===== src/isk_pkg.sv =====
/*
  isk_pkg: opcodes, instruction fields, phase codes and addressing
  constants for the increment-and-skip execution block.
  Assumes 16-bit program words and 12-bit data-memory addresses.
*/
package isk_pkg;
  localparam int unsigned ISK_IW          = 16;
  localparam int unsigned ISK_AW          = 12;
  localparam int unsigned ISK_DW          = 8;
  // upper six bits of the two opcodes
  localparam logic [5:0]  ISK_OPC_INZ     = 6'h0f;
  localparam logic [5:0]  ISK_OPC_INN     = 6'h12;
  // field positions inside the instruction word
  localparam int unsigned ISK_OPC_MSB     = 15;
  localparam int unsigned ISK_OPC_LSB     = 10;
  localparam int unsigned ISK_DEST_BIT    = 9;
  localparam int unsigned ISK_BANK_BIT    = 8;
  localparam int unsigned ISK_F_MSB       = 7;
  // phases of one instruction cycle
  localparam logic [1:0]  ISK_PH_DECODE   = 2'h0;
  localparam logic [1:0]  ISK_PH_READ     = 2'h1;
  localparam logic [1:0]  ISK_PH_PROC     = 2'h2;
  localparam logic [1:0]  ISK_PH_WRITE    = 2'h3;
  // access bank split and literal-offset window
  localparam logic [7:0]  ISK_ACC_SPLIT   = 8'h80;
  localparam logic [7:0]  ISK_LIT_MAX     = 8'h5f;
  localparam logic [3:0]  ISK_ACC_LO_BANK = 4'h0;
  localparam logic [3:0]  ISK_ACC_HI_BANK = 4'hf;
  localparam logic [7:0]  ISK_ONE         = 8'h01;
  localparam logic [7:0]  ISK_ZERO        = 8'h00;
  localparam logic [1:0]  ISK_PH_RST      = 2'h0;

  typedef enum logic [1:0] {ISK_OP_NONE, ISK_OP_INZ, ISK_OP_INN} isk_op_e;
  typedef enum logic [1:0] {ISK_ST_EXEC, ISK_ST_NOP1, ISK_ST_NOP2} isk_st_e;
endpackage : isk_pkg


===== src/isk_exec.sv =====
/*
  isk_exec: execution of increment-skip-if-zero and increment-skip-if-
  nonzero on a four-phase instruction cycle, including operand address
  forming (access bank, bank select, indexed literal offset).
  Assumes the fetch unit holds instr_word stable through phase 0, the
  data memory answers file_rdata in the same phase file_rd is high, and
  next_two_word describes the prefetched word when phase 3 ends.
*/
// What this block does
// RULE1: increment file; d picks accumulator or file
// RULE2: skip-if-zero skips when result is zero
// RULE3: skip discards prefetched word, runs no-op
// RULE4: one cycle normally, two when skipping
// RULE5: skipped two-word instruction costs three cycles
// RULE6: a=0 resolves operand in access bank
// RULE7: a=1 uses bank select register
// RULE8: a=0, extended set, f<=95: literal offset
// RULE9: skip-if-nonzero writes, skips on nonzero result
// RULE10: decode, read, compute, write in phases
// RULE11: decode opcodes 001111 and 010010, then d,a,f
// RULE12: no arithmetic status flag is changed
`timescale 1ns/100ps
module isk_exec
  import isk_pkg::*;
(
  // clock and reset
  input  wire logic              clk,
  input  wire logic              rst_n,
  // instruction from fetch
  input  wire logic [ISK_IW-1:0] instr_word,
  input  wire logic              instr_valid,
  input  wire logic              next_two_word,
  // addressing context
  input  wire logic              ext_set_en,
  input  wire logic [3:0]        bank_select_register,
  input  wire logic [ISK_AW-1:0] index_base,
  // data memory
  output logic [ISK_AW-1:0]      file_addr,
  output logic                   file_rd,
  input  wire logic [ISK_DW-1:0] file_rdata,
  output logic                   file_we,
  output logic [ISK_DW-1:0]      file_wdata,
  // accumulator
  output logic                   acc_we,
  output logic [ISK_DW-1:0]      acc_wdata,
  // core sequencing
  output logic [1:0]             phase,
  output logic                   nop_cycle,
  output logic                   discard_fetch,
  output logic                   status_we
);
  isk_st_e           st_ff,    nxt_st;
  isk_op_e           op_ff,    nxt_op;
  logic [1:0]        phase_ff, nxt_phase;
  logic              dest_ff,  nxt_dest;
  logic              bank_ff,  nxt_bank;
  logic [7:0]        f_ff,     nxt_f;
  logic [ISK_AW-1:0] addr_ff,  nxt_addr;
  logic [7:0]        data_ff,  nxt_data;
  logic [7:0]        sum_ff,   nxt_sum;
  logic              fwe_ff,   nxt_fwe;
  logic              awe_ff,   nxt_awe;
  logic              two_ff,   nxt_two;
  logic              disc_ff,  nxt_disc;
  logic              skip_now;
  logic [5:0]        opc;
  logic [7:0]        f_in;

  assign opc  = instr_word[ISK_OPC_MSB:ISK_OPC_LSB];
  assign f_in = instr_word[ISK_F_MSB:0];
  // result zero drives both skip senses from one comparator
  assign skip_now = (st_ff == ISK_ST_EXEC) && (phase_ff == ISK_PH_WRITE) &&
                    (((op_ff == ISK_OP_INZ) && (sum_ff == ISK_ZERO)) ||     // RULE2
                     ((op_ff == ISK_OP_INN) && (sum_ff != ISK_ZERO)));      // RULE9

  always_comb begin
    nxt_phase = phase_ff + 2'h1;
    nxt_st    = st_ff;
    nxt_op    = op_ff;
    nxt_dest  = dest_ff;
    nxt_bank  = bank_ff;
    nxt_f     = f_ff;
    nxt_addr  = addr_ff;
    nxt_data  = data_ff;
    nxt_sum   = sum_ff;
    nxt_fwe   = 1'b0;
    nxt_awe   = 1'b0;
    nxt_two   = two_ff;
    nxt_disc  = 1'b0;
    case (phase_ff)
      ISK_PH_DECODE: begin // RULE10
        nxt_op = ISK_OP_NONE;
        if ((st_ff == ISK_ST_EXEC) && instr_valid) begin
          if (opc == ISK_OPC_INZ) begin // RULE11
            nxt_op = ISK_OP_INZ;
          end else if (opc == ISK_OPC_INN) begin // RULE11
            nxt_op = ISK_OP_INN;
          end
        end
        nxt_dest = instr_word[ISK_DEST_BIT];
        nxt_bank = instr_word[ISK_BANK_BIT];
        nxt_f    = f_in;
        if (instr_word[ISK_BANK_BIT]) begin
          nxt_addr = {bank_select_register, f_in}; // RULE7
        end else if (ext_set_en && (f_in <= ISK_LIT_MAX)) begin
          nxt_addr = index_base + {4'h0, f_in}; // RULE8
        end else if (f_in < ISK_ACC_SPLIT) begin
          nxt_addr = {ISK_ACC_LO_BANK, f_in}; // RULE6
        end else begin
          nxt_addr = {ISK_ACC_HI_BANK, f_in}; // RULE6
        end
      end
      ISK_PH_READ: begin
        nxt_data = file_rdata; // RULE10
      end
      ISK_PH_PROC: begin
        nxt_sum = data_ff + ISK_ONE; // RULE1
        if ((st_ff == ISK_ST_EXEC) && (op_ff != ISK_OP_NONE)) begin
          nxt_fwe = dest_ff;  // RULE1
          nxt_awe = !dest_ff; // RULE1
        end
      end
      ISK_PH_WRITE: begin
        case (st_ff)
          ISK_ST_EXEC: begin
            if (skip_now) begin
              nxt_st   = ISK_ST_NOP1; // RULE3
              nxt_two  = next_two_word;
              nxt_disc = 1'b1; // RULE3
            end
          end
          ISK_ST_NOP1: begin
            nxt_st = two_ff ? ISK_ST_NOP2 : ISK_ST_EXEC; // RULE4 RULE5
          end
          ISK_ST_NOP2: begin
            nxt_st = ISK_ST_EXEC; // RULE5
          end
          default: begin
            nxt_st = ISK_ST_EXEC;
          end
        endcase
      end
      default: begin
        nxt_phase = ISK_PH_RST;
      end
    endcase
  end

  always_ff @(posedge clk) begin
    if (!rst_n) begin
      st_ff    <= ISK_ST_EXEC;
      op_ff    <= ISK_OP_NONE;
      phase_ff <= ISK_PH_RST;
      dest_ff  <= 1'b0;
      bank_ff  <= 1'b0;
      f_ff     <= ISK_ZERO;
      addr_ff  <= '0;
      data_ff  <= ISK_ZERO;
      sum_ff   <= ISK_ZERO;
      fwe_ff   <= 1'b0;
      awe_ff   <= 1'b0;
      two_ff   <= 1'b0;
      disc_ff  <= 1'b0;
    end else begin
      st_ff    <= nxt_st;
      op_ff    <= nxt_op;
      phase_ff <= nxt_phase;
      dest_ff  <= nxt_dest;
      bank_ff  <= nxt_bank;
      f_ff     <= nxt_f;
      addr_ff  <= nxt_addr;
      data_ff  <= nxt_data;
      sum_ff   <= nxt_sum;
      fwe_ff   <= nxt_fwe;
      awe_ff   <= nxt_awe;
      two_ff   <= nxt_two;
      disc_ff  <= nxt_disc;
    end
  end

  assign phase         = phase_ff;
  assign file_addr     = addr_ff;
  assign file_rd       = (st_ff == ISK_ST_EXEC) && (op_ff != ISK_OP_NONE) &&
                         (phase_ff == ISK_PH_READ); // RULE10
  assign file_we       = fwe_ff;
  assign acc_we        = awe_ff;
  assign file_wdata    = sum_ff;
  assign acc_wdata     = sum_ff;
  assign nop_cycle     = (st_ff != ISK_ST_EXEC); // RULE3
  assign discard_fetch = disc_ff;
  // flags untouched, so the flag unit never sees a write from here
  assign status_we     = 1'b0; // RULE12
endmodule : isk_exec


===== config.mk =====
export PLATFORM = sky130hd
export DESIGN_NAME = isk_exec
export DESIGN_NICKNAME = d
export VERILOG_FILES = /design/src/isk_pkg.sv /design/src/isk_exec.sv
export SDC_FILE = /design/constraint.sdc
export NUM_CORES = 1
export LEC_CHECK = 0
export ABC_CLOCK_PERIOD_IN_PS = 3660
export BUFFER_PORTS_ARGS = -buffer_cell sky130_fd_sc_hd__buf_2
export CORE_MARGIN = 2
export CORE_UTILIZATION = 50
export CTS_CLUSTER_DIAMETER = 200
export DETAILED_ROUTE_END_ITERATION = 10
export PLACE_DENSITY_LB_ADDON = 0.08
export SETUP_SLACK_MARGIN = 0.15
export SLEW_MARGIN = 10
export SYNTH_ARGS = -nofsm -noshare
export SYNTH_HDL_FRONTEND = slang
export SYNTH_SLANG_ARGS = --single-unit

===== constraint.sdc =====
create_clock -name clk -period 3.66 [get_ports clk]
set_input_delay 0.549 -clock clk [delete_from_list [all_inputs] [get_ports clk]]
set_output_delay 0.549 -clock clk [all_outputs]
set_load 0.005 [all_outputs]

Yosys cells after proc, flatten, opt, wreduce, memory -nomap -nowiden
Cells that the tools add are included.
{"block": "word_totals", "regBits": 39, "input_bits": 45}
{"block": "classes", "addsub": 3, "magnitude_cmp": 2, "eq_ne": 9, "n_mux": 10, "reduce_logical": 20}
{"operator": "12-bit 2-to-1 mux", "count": 3}
{"operator": "12-bit by 8-bit adder with 12-bit output", "count": 1}
{"operator": "2-bit 2-to-1 mux", "count": 5}
{"operator": "3-bit AND reduction", "count": 3}
{"operator": "8-bit by 1-bit adder with 8-bit output, second input constant", "count": 1}
{"operator": "8-bit by 7-bit less-or-equal comparator with 1-bit output, second input constant", "count": 1}
{"operator": "1-bit logical AND", "count": 8}
{"operator": "8-bit zero test", "count": 1}
{"operator": "8-bit < comparator, second input constant", "count": 1}
{"operator": "8-bit nonzero test", "count": 1}
{"operator": "2-bit by 1-bit equality test with 1-bit output, second input constant", "count": 3}
{"operator": "2-bit equality test, second input constant", "count": 3}
{"operator": "6-bit by 4-bit equality test with 1-bit output, second input constant", "count": 1}
{"operator": "6-bit by 5-bit equality test with 1-bit output, second input constant", "count": 1}
{"operator": "2-bit zero test", "count": 2}
{"operator": "2-bit one-hot mux with 2 select lines", "count": 1}
{"operator": "2-bit nonzero test", "count": 2}
{"operator": "2-bit by 1-bit adder with 2-bit output, second input constant", "count": 1}
{"operator": "2-bit inequality test, second input constant", "count": 1}
{"operator": "2-bit AND reduction", "count": 1}
{"operator": "1-bit zero test", "count": 1}
{"operator": "1-bit logical OR", "count": 1}
{"operator": "1-bit 2-to-1 mux", "count": 1}

Longest topological paths before layout
Gate-level depths: netlist of run 1.
{"block": "depth", "ltp_word": 6, "depth_mapped": 8, "mapped_depth_nobuf": 8}

Worst setup path before layout of run 1
OpenSTA, ideal clock, no wires.
{"block": "synth_timing", "path_type": "input to register", "startpoint": "input instr_word[0]", "endpoint": "register addr_ff[6] (netlist: file_addr[6])", "arrival_ps": 1927, "required_ps": 3536, "path_slack_ps": 1608, "stages": 8, "path_buffers": 0, "path_cell_list": "ha_1 inv_1 fa_1 nor2b_1 o31a_1 o21ai_0 mux2_2 o2bb2ai_1"}
{"block": "synth_via", "elab_chain_len": 4, "word_cells_on_any_way": 5, "cone_classes": "add/sub (1); order compare (1); mux (2); reduce/logical (1)"}
{"element": "start, declared", "line_no": "isk_exec.sv:30", "source": "input wire logic [ISK_IW-1:0] instr_word,"}
{"element": "branches (longest 2 deep; another with 12-bit by 8-bit adder with 12-bit output)"}
{"element": "12-bit 2-to-1 mux (*)", "line_no": "isk_exec.sv:105", "source": "end else if (ext_set_en && (f_in <= ISK_LIT_MAX)) begin"}
{"element": "12-bit 2-to-1 mux (*)", "line_no": "isk_exec.sv:103", "source": "if (instr_word[ISK_BANK_BIT]) begin"}
{"element": "end signal, assigned", "line_no": "isk_exec.sv:171", "source": "addr_ff <= nxt_addr;"}
{"element": "end, declared", "line_no": "isk_exec.sv:58", "source": "logic [ISK_AW-1:0] addr_ff, nxt_addr;"}
Mark *: on every way between the ends.
A chain may end at the register's enable or synchronous reset.

Worst setup path after layout of run 1
{"block": "layout_timing", "startpoint": "register phase_ff[0] (netlist: phase[0])", "endpoint": "output file_rd"}
{"block": "layout_via", "elab_chain_len": 2}
{"element": "start, declared", "line_no": "isk_exec.sv:54", "source": "logic [1:0] phase_ff, nxt_phase;"}
{"element": "start signal, assigned", "line_no": "isk_exec.sv:167", "source": "phase_ff <= nxt_phase;"}
{"element": "2-bit by 1-bit equality test with 1-bit output", "line_no": "isk_exec.sv:184", "source": "(phase_ff == ISK_PH_READ);"}
{"element": "1-bit logical AND", "line_no": "isk_exec.sv:183", "source": "assign file_rd = (st_ff == ISK_ST_EXEC) && (op_ff != ISK_OP_NONE) &&"}
{"element": "end, declared", "line_no": "isk_exec.sv:39", "source": "output logic file_rd,"}
No other way between the ends.

==> metrics.txt, run 1 <==
die width=between 70 and 80 µm; synthesized area=between 2000 and 2500 µm²; Clock Tree Root=clkbuf_8; Worst Path Max Fanout=9; R2R cell count=6; status=completed; Routed Wire Length=between 4000 and 5000 µm; hold buffer count at cts=0; initial antenna violation count=0; # nets final=around 390; most frequent cell after synthesis=dfxtp_1; H-tree lvl count=2; pre-CTS WS=~1300 ps; Unique masters post-synth=47; gp weighted congestion=slightly below 0.8; wire per inst=roughly 12 µm; minimum hold slack=~440 ps; DIE AREA=approximately 5000 µm²; drt first pass iters=4; layer with the highest usage=met2; Worst Tran Pin Value=between 900 and 1000 ps; ys flop type=dfxtp_1; Pwr Density=378 nW/µm²; final setup fails=0; initial core utilization=0.511; # fillers=approximately 420; Avg Vias per Cell=between 5 and 6; worst reg2reg path endpoint=file_addr[11]; Antenna Cells=0; slowest cell delay on critical path=roughly 520 ps; post-synthesis register bit count=39; Pleak=1.22 nW; critical path class=register to output pin; max frequency=just under 500 MHz; Remaining DRCs=0; Fin. Hold Viols=0; Gate Count Post-Synth=around 260; Max Slew Vio Count=0; Syn Area/Cell=8.47 µm²; Final period util=0.562; Synth area leader=dfxtp_1; Worst slew margin=0.365; Die Ht=between 70 and 80 µm; global-route wire length before repair=a little under 8000 µm; Syn. warnings=0; total gr overflow=0; Design Area, Final=around 2600 µm²; EDFF count, synth=0; setup_tns=0 ps; HP Class=register to register; Worst EP required=3110 ps; GR Util met2=0.330; Area Growth Syn to Fin=19.8%; vias=1983; Worst EP arrival=between 1500 and 2000 ps; synth top area cells=dfxtp_1 (36%), ha_1 (7.4%), nor2_1 (5.6%), mux2i_1 (5.5%), a21oi_1 (3.6%); Worst-path clk slew=around 70 ps; standard-cell rows=24; share of cells above drive strength 1=0.279; vias in the first global route=roughly 1800; # IOs=between 80 and 90; Pwr Total=around 1 mW; setup ws final=about 1600 ps; Critical-path top delay cell=ha_1; Final Skew=about 3.6 ps; Core Area=4290 µm²; post-route ant nets=0; DP HPWL=~3600 µm; maximum clock path buffer count=2; Synth top cells by count=dfxtp_1 (39), nor2_1 (33), nand2_1 (17); CTS tree=done; Final min period=roughly 2100 ps; Hold Crit Start=dest_ff; synthesized net count=approximately 320; pin count of the biggest net entering global routing=30; Worst-Skew Late Latency=roughly 280 ps; Crit. End Element=output pin; met1 usage=0.231; Cell Chain, Critical Path=ha_1 -> and2_1 -> buf_2; Worst setup SP type=register; post-CTS setup buffer count=0; Crit Reg-Reg Startpoint=phase[0]; post-synthesis sequential area ratio=0.356; Initial DRC Count=93; port buffer count=roughly 80; Worst R2R Setup Slack=1630 ps; Async S/R FF share, synth=0; Cells on Worst Hold Path=1; met3 global-route usage=0.0303; RSZ-0062 raised after global routing=no; Area after DPL=roughly 2500 µm²; post-cts repair resize count=0; hold endpoint=acc_we; max cap viols=0; top-area cell type share of the netlist area=0.356; GRT Total Usage=0.191; IR drop worst, VDD=roughly 0.16 mV; Num CTS Buffers=5; clk sinks=39
## worst max-delay path by stage
stage / start / endpoint
2_1_floorplan: instr_word[0] / file_addr[6]
3_3_place_gp: instr_word[0] / file_addr[6]
3_5_place_dp: instr_word[0] / file_addr[6]
4_1_cts: phase[0] / file_rd
5_1_grt: phase[0] / file_addr[10]
6_report: phase[0] / file_rd
## registers in the layout, indices dropped and copies added (netlist names)
register	cells
file_addr	12
acc_wdata	8
data_ff	8
op_ff	2
phase	2
st_ff	2
acc_we	1
dest_ff	1
discard_fetch	1
file_we	1
two_ff	1
## placed cells by master (no fill, tap or decap), types with 2 or more instances in the layout
cell | synthesis | layout
nand4b_1 | 2 | 2
mux2i_1 | 12 | 12
nor2b_1 | 6 | 6
nand2_1 | 17 | 17
a31oi_1 | 2 | 2
o211ai_1 | 2 | 2
a32o_1 | 2 | 2
o21a_1 | 2 | 2
mux2_2 | 2 | 2
o21ai_0 | 13 | 13
o22ai_1 | 5 | 5
nand3_1 | 6 | 6
and2_1 | 5 | 5
a21o_1 | 2 | 2
ha_1 | 13 | 13
nor3_1 | 2 | 2
dfxtp_1 | 39 | 39
nand4_1 | 2 | 2
nor2_1 | 33 | 33
a21oi_1 | 16 | 16
xnor2_1 | 6 | 6
a211oi_1 | 9 | 9
inv_1 | 12 | 12
a311oi_1 | 3 | 3
xor2_1 | 6 | 6
and3_1 | 2 | 2
clkbuf_8 | 0 | 6
buf_2 | 0 | 79
nor4_1 | 2 | 2
or3_1 | 2 | 2
## routing by layer
layer,share of wire,wire [µm]
met1,0.46,2120
met2,0.48,2220
met3,0.040,184
met4,0.020,91
met5,0,0
## cell families after synthesis
logic type / Yosys count / synth area share
compound gates: 63 / 0.188
xor+xnor: 12 / 0.0479
fa+ha+maj: 14 / 0.0832
buf+inv: 32 / 0.0735
flops: 39 / 0.356
mux: 14 / 0.0650
other cells: 1 / 0.00171
simple gates: 84 / 0.185
## power by group
group / internal [mW] / total, mW / switching (mW)
clock: 0.148 / 0.286 / 0.138
combinational: 0.110 / 0.230 / 0.121
sequential: 0.457 / 0.479 / 0.0228
## worst max-delay path, delay by kind of cell, from the launching register on
| kind | cells | cell delay, ps |
|---|---|---|
| adder cells (fa/ha/maj) | 1 | 520 |
| buffers and inverters | 1 | 100 |
| flip-flops | 1 | 410 |
| AND/OR/NAND/NOR | 1 | 200 |
## through the flow
stage / cells / util
final: 378 / 0.612
after global routing: 378 / 0.612
after CTS: 378 / 0.612
after detailed placement: 371 / 0.592
after global placement: 371 / 0.592
after floorplan: 259 / -
## area by class of cell
type,instances,area [µm²],share of cell area
inverter,13,48.8,0.0186
clock inverter,1,5.00,0.00190
timing repair buffer,79,395,0.150
tap,52,65.1,0.0247
multi-input combinational,188,1250,0.476
sequential,39,781,0.297
clock buffer,6,82.6,0.0314
(Power assumes the default switching activity.)
==> run 2: changes to the inputs <==
Settings changed: ABC_CLOCK_PERIOD_IN_PS 3660 to 1700, CORE_UTILIZATION 50 to 44.
Clock period 3.66 ns to 1.7 ns, I/O delays scaled along.
==> metrics.txt, run 2 (synthesized netlist as in run 1, its figures left out) <==
status=completed; Clock Tree Root=clkbuf_8; Area Growth Syn to Fin=38.9%; Final Skew=6.43 ps; Routed Wire Length=about 5500 µm; post-route ant nets=0; Worst-Skew Late Latency=290 ps; hold buffer count at cts=0; critical path class=input port to register; maximum clock path buffer count=2; CTS tree=done; Pleak=roughly 1.4 nW; Antenna Cells=0; wire per inst=between 10 and 15 µm; max cap viols=0; Fin. Hold Viols=0; layer with the highest usage=met2; Core Area=between 4000 and 5000 µm²; initial antenna violation count=0; Worst EP required=approximately 1900 ps; met3 global-route usage=0.0361; max FFs per register=12; Remaining DRCs=0; Pwr Density=~840 nW/µm²; initial core utilization=0.462; minimum hold slack=around 200 ps; Num CTS Buffers=5; drt first pass iters=4; vias=approximately 2100; worst reg2reg path endpoint=st_ff[0]; R2R cell count=6; # fillers=roughly 450; Final min period=1640 ps; pre-CTS WS=-210 ps; setup ws final=approximately 60 ps; Max Slew Vio Count=0; standard-cell rows=25; Die Ht=between 70 and 80 µm; global-route wire length before repair=roughly 8500 µm; port buffer count=between 70 and 80; gp weighted congestion=roughly 0.84; Worst R2R Setup Slack=200 ps; DIE AREA=roughly 5600 µm²; share of cells above drive strength 1=0.393; total gr overflow=0; Crit. End Element=register; final setup fails=0; die width=approximately 75 µm; RSZ-0062 raised after global routing=yes; H-tree lvl count=2; GR Util met2=0.314; Cells on Worst Hold Path=3; Avg Vias per Cell=between 5 and 6; Worst EP arrival=1830 ps; dpl cells=412; GRT Total Usage=0.198; max frequency=around 600 MHz; clk sinks=39; vias in the first global route=1944; commonest non-fill, non-tap cell in the layout=buf_2; fin cells=around 430; Worst setup SP type=input port; Initial DRC Count=95; met1 usage=0.273; hold endpoint=data_ff[5]; Worst Path Max Fanout=4; # IOs=roughly 80; most frequent cells in the layout=buf_2 (77), dfxtp_1 (38), nor2_1 (31), buf_4 (31), nand2_1 (17); setup_tns=0 ps; # nets final=417; DP HPWL=4050 µm; pin count of the biggest net entering global routing=28; Crit Reg-Reg Startpoint=acc_wdata[7]; Hold Crit Start=file_rdata[5]; IR drop worst, VDD=0.492 mV; Worst-path clk slew=roughly 80 ps; Final period util=0.966; HP Class=input port to register
[run 2: cell types whose count changed in the layout (fill, tap and decap cells not counted), sizes merged]
cell    change
bufinv      +2
clkinv      -1
buf        +32
[run 2: per-stage QoR]
step	cell area (µm²)	utilization	power, mW
2_1_floorplan	2220	-	1.39
3_3_place_gp	2790	0.586	1.62
3_5_place_dp	2790	0.586	1.63
4_1_cts	2940	0.618	2.55
5_1_grt	3050	0.641	2.71
6_report	3050	0.641	2.56
[run 2: worst max-delay path: stages]
cell and delay [ps]:
buf_8 100, ha_4 150, inv_2 50, fa_2 220, nor2b_4 50, o31a_1 370
o21ai_1 200, mux2_4 320, o2bb2ai_2 120
[run 2: worst max path at each step]
stage,cells past startpoint,slack [ps],end,start
6_report,9,60,file_addr[6],instr_word[0]
5_1_grt,9,2,file_addr[6],instr_word[0]
4_1_cts,5,140,file_rd,st_ff[1]
3_5_place_dp,9,-210,file_addr[6],instr_word[0]
3_3_place_gp,9,-190,file_addr[6],instr_word[0]
2_1_floorplan,6,-4,file_addr[6],ext_set_en
[run 2: routing by layer]
layer | routed length (µm) | vias to the layer above | part of all wire
met5 | 0 | - | 0
met4 | 68 | 0 | 0.012
met3 | 237 | 6 | 0.043
met2 | 2560 | 61 | 0.47
met1 | 2620 | 972 | 0.48
li1 | - | 1107 | -
[run 2: cell type report]
cell class                 count  area, µm²  area share
tap                           67       83.8      0.0275
clock inverter                 2       60.1      0.0197
inverter                      13       48.8      0.0160
sequential                    39        782       0.256
timing repair buffer         111        656       0.215
clock buffer                   6       72.6      0.0238
multi-input combinational    188       1350       0.442
[run 2: report_power, final]
part | switching (mW) | total, mW | internal [mW] | leakage [nW]
registers | 0.0510 | 1.03 | 0.983 | 0.320
clock network | 0.318 | 0.905 | 0.587 | 0.0654
logic | 0.301 | 0.624 | 0.323 | 1.03
[run 2: timing repair]
item | CTS | global route
buffers inserted | 1 | 5
endpoints found under the setup margin | 6 | 16
resized for setup | 4 | 17
pin swaps | 2 | 9
gates cloned | 0 | 0
==> run 3: changes to the inputs <==
Settings changed: CAP_MARGIN set to 20, CTS_CLUSTER_SIZE set to 28, RECOVER_POWER set to 50.
==> metrics.txt, run 3 (synthesized netlist as in run 1, its figures left out) <==
status=completed; top routing layer used=met4; final setup fails=0; Worst-Skew Late Latency=between 200 and 300 ps; Routed Wire Length=~5500 µm; drt first pass iters=4; Reg power frac=0.405; Final Skew=about 6.3 ps; gp weighted congestion=between 0.8 and 0.9; DIE AREA=roughly 5600 µm²; critical path class=input port to register; initial core utilization=0.462; Fin. Hold Viols=0; vias=2140; Pleak=roughly 1.3 nW; IR drop worst, VDD=just under 0.5 mV; wire per inst=between 10 and 15 µm; Pwr Density=847 nW/µm²; global-route wire length before repair=8500 µm; Worst-path clk slew=around 80 ps; total gr overflow=0; Die Ht=~75 µm; port buffer count=79; DP HPWL=slightly above 4000 µm; Worst R2R Setup Slack=about 200 ps; H-tree lvl count=2; net switching power=0.673 mW; standard-cell rows=25; Worst EP required=approximately 1900 ps; Clock Tree Root=clkbuf_8; RSZ-0062 raised after global routing=yes; Pwr Total=roughly 2.6 mW; max FFs per register=12; Max Slew Vio Count=0; Area Growth Syn to Fin=37.4%; CTS tree=done; Worst EP arrival=roughly 1800 ps; pin count of the biggest net entering global routing=28; commonest non-fill, non-tap cell in the layout=buf_2; GRT Total Usage=0.198; Crit. End Element=register; most frequent cells in the layout=buf_2 (59), dfxtp_1 (39), nor2_1 (31); max frequency=~610 MHz; combinational share of power=0.240; max cap viols=0; die width=74.6 µm; Worst Path Max Fanout=4; initial antenna violation count=0; Area after DPL=2790 µm²; # fillers=approximately 460; share of cells above drive strength 1=0.334; Worst setup SP type=input port; Avg Vias per Cell=5.02; vias in the first global route=1944; met3 routed WL=about 240 µm; # nets final=417; Final period util=0.966; Pint=~1.9 mW; # IOs=81; Num CTS Buffers=5; Net Sw Frac=0.263; Antenna Cells=0; clk sinks=39; met2 WL=roughly 2600 µm; Final min period=1640 ps; Initial DRC Count=85; Design Area, Final=3020 µm²; maximum clock path buffer count=2; post-route ant nets=0; HP Class=input port to register; M1 wire length=about 2600 µm; Core Area=4750 µm²; Remaining DRCs=0; Cells on Worst Hold Path=3; power share of the clock group=0.355; R2R cell count=6
-- run 3: worst paths after layout --
path / startpoint / to
worst max-delay path: instr_word[0] / file_addr[6]
worst min-delay path: file_rdata[5] / data_ff[5]
worst max register to register: acc_wdata[7] / st_ff[0]
worst min register to register: dest_ff / acc_we
-- run 3: layer usage --
| layer | GRT usage | up-vias |
|---|---|---|
| li1 | - | 1107 |
| met1 | 0.273 | 966 |
| met2 | 0.314 | 61 |
| met3 | 0.0361 | 6 |
| met4 | 0.0694 | 0 |
| met5 | 0 | - |
-- run 3: repair_timing --
action,in CTS,in global routing
buffers inserted,1,5
gates resized for setup,4,17
endpoints found under the setup margin,6,16
pin swaps,2,9
hold buffers,0,0
endpoints found under the hold margin,0,0
cloned,0,0
-- run 3: metrics by stage --
| stage | utilization | setup TNS (ps) | hold WS [ps] | cells | setup WS [ps] |
|---|---|---|---|---|---|
| after global routing | 0.634 | 0 | 191 | 426 | 1.99 |
| after CTS | 0.618 | 0 | 187 | 421 | 142 |
| final | 0.634 | 0 | 196 | 426 | 58.5 |
| after global placement | 0.586 | -735 | 422 | 412 | -187 |
| after detailed placement | 0.586 | -1090 | 425 | 412 | -210 |
| after floorplan | - | -3.75 | 381 | 259 | -3.75 |
-- run 3: final cells by class --
| cell class | count | area (µm²) | area share |
|---|---|---|---|
| Tap cell | 67 | 83.8 | 0.0278 |
| Clock buffer | 6 | 72.6 | 0.0241 |
| Multi-Input combinational cell | 188 | 1350 | 0.446 |
| Clock inverter | 2 | 60.1 | 0.0199 |
| Timing Repair Buffer | 111 | 623 | 0.207 |
| Sequential cell | 39 | 781 | 0.259 |
| Inverter | 13 | 48.8 | 0.0162 |
-- run 3: power groups by stage --
stage / registers [mW] / logic (mW) / clock network (mW)
detailed placement: 1.05 / 0.582 / 0
CTS: 1.03 / 0.592 / 0.929
floorplan: 1.05 / 0.340 / 0
global placement: 1.05 / 0.573 / 0
finish: 1.03 / 0.613 / 0.906
global route: 1.04 / 0.690 / 0.964
-- run 3: critical path: stages --
cell and delay [ps]:
buf_8 100, ha_4 150, inv_2 50, fa_2 210
nor2b_4 50, o31a_1 370, o21ai_1 200, mux2_4 320
o2bb2ai_2 120
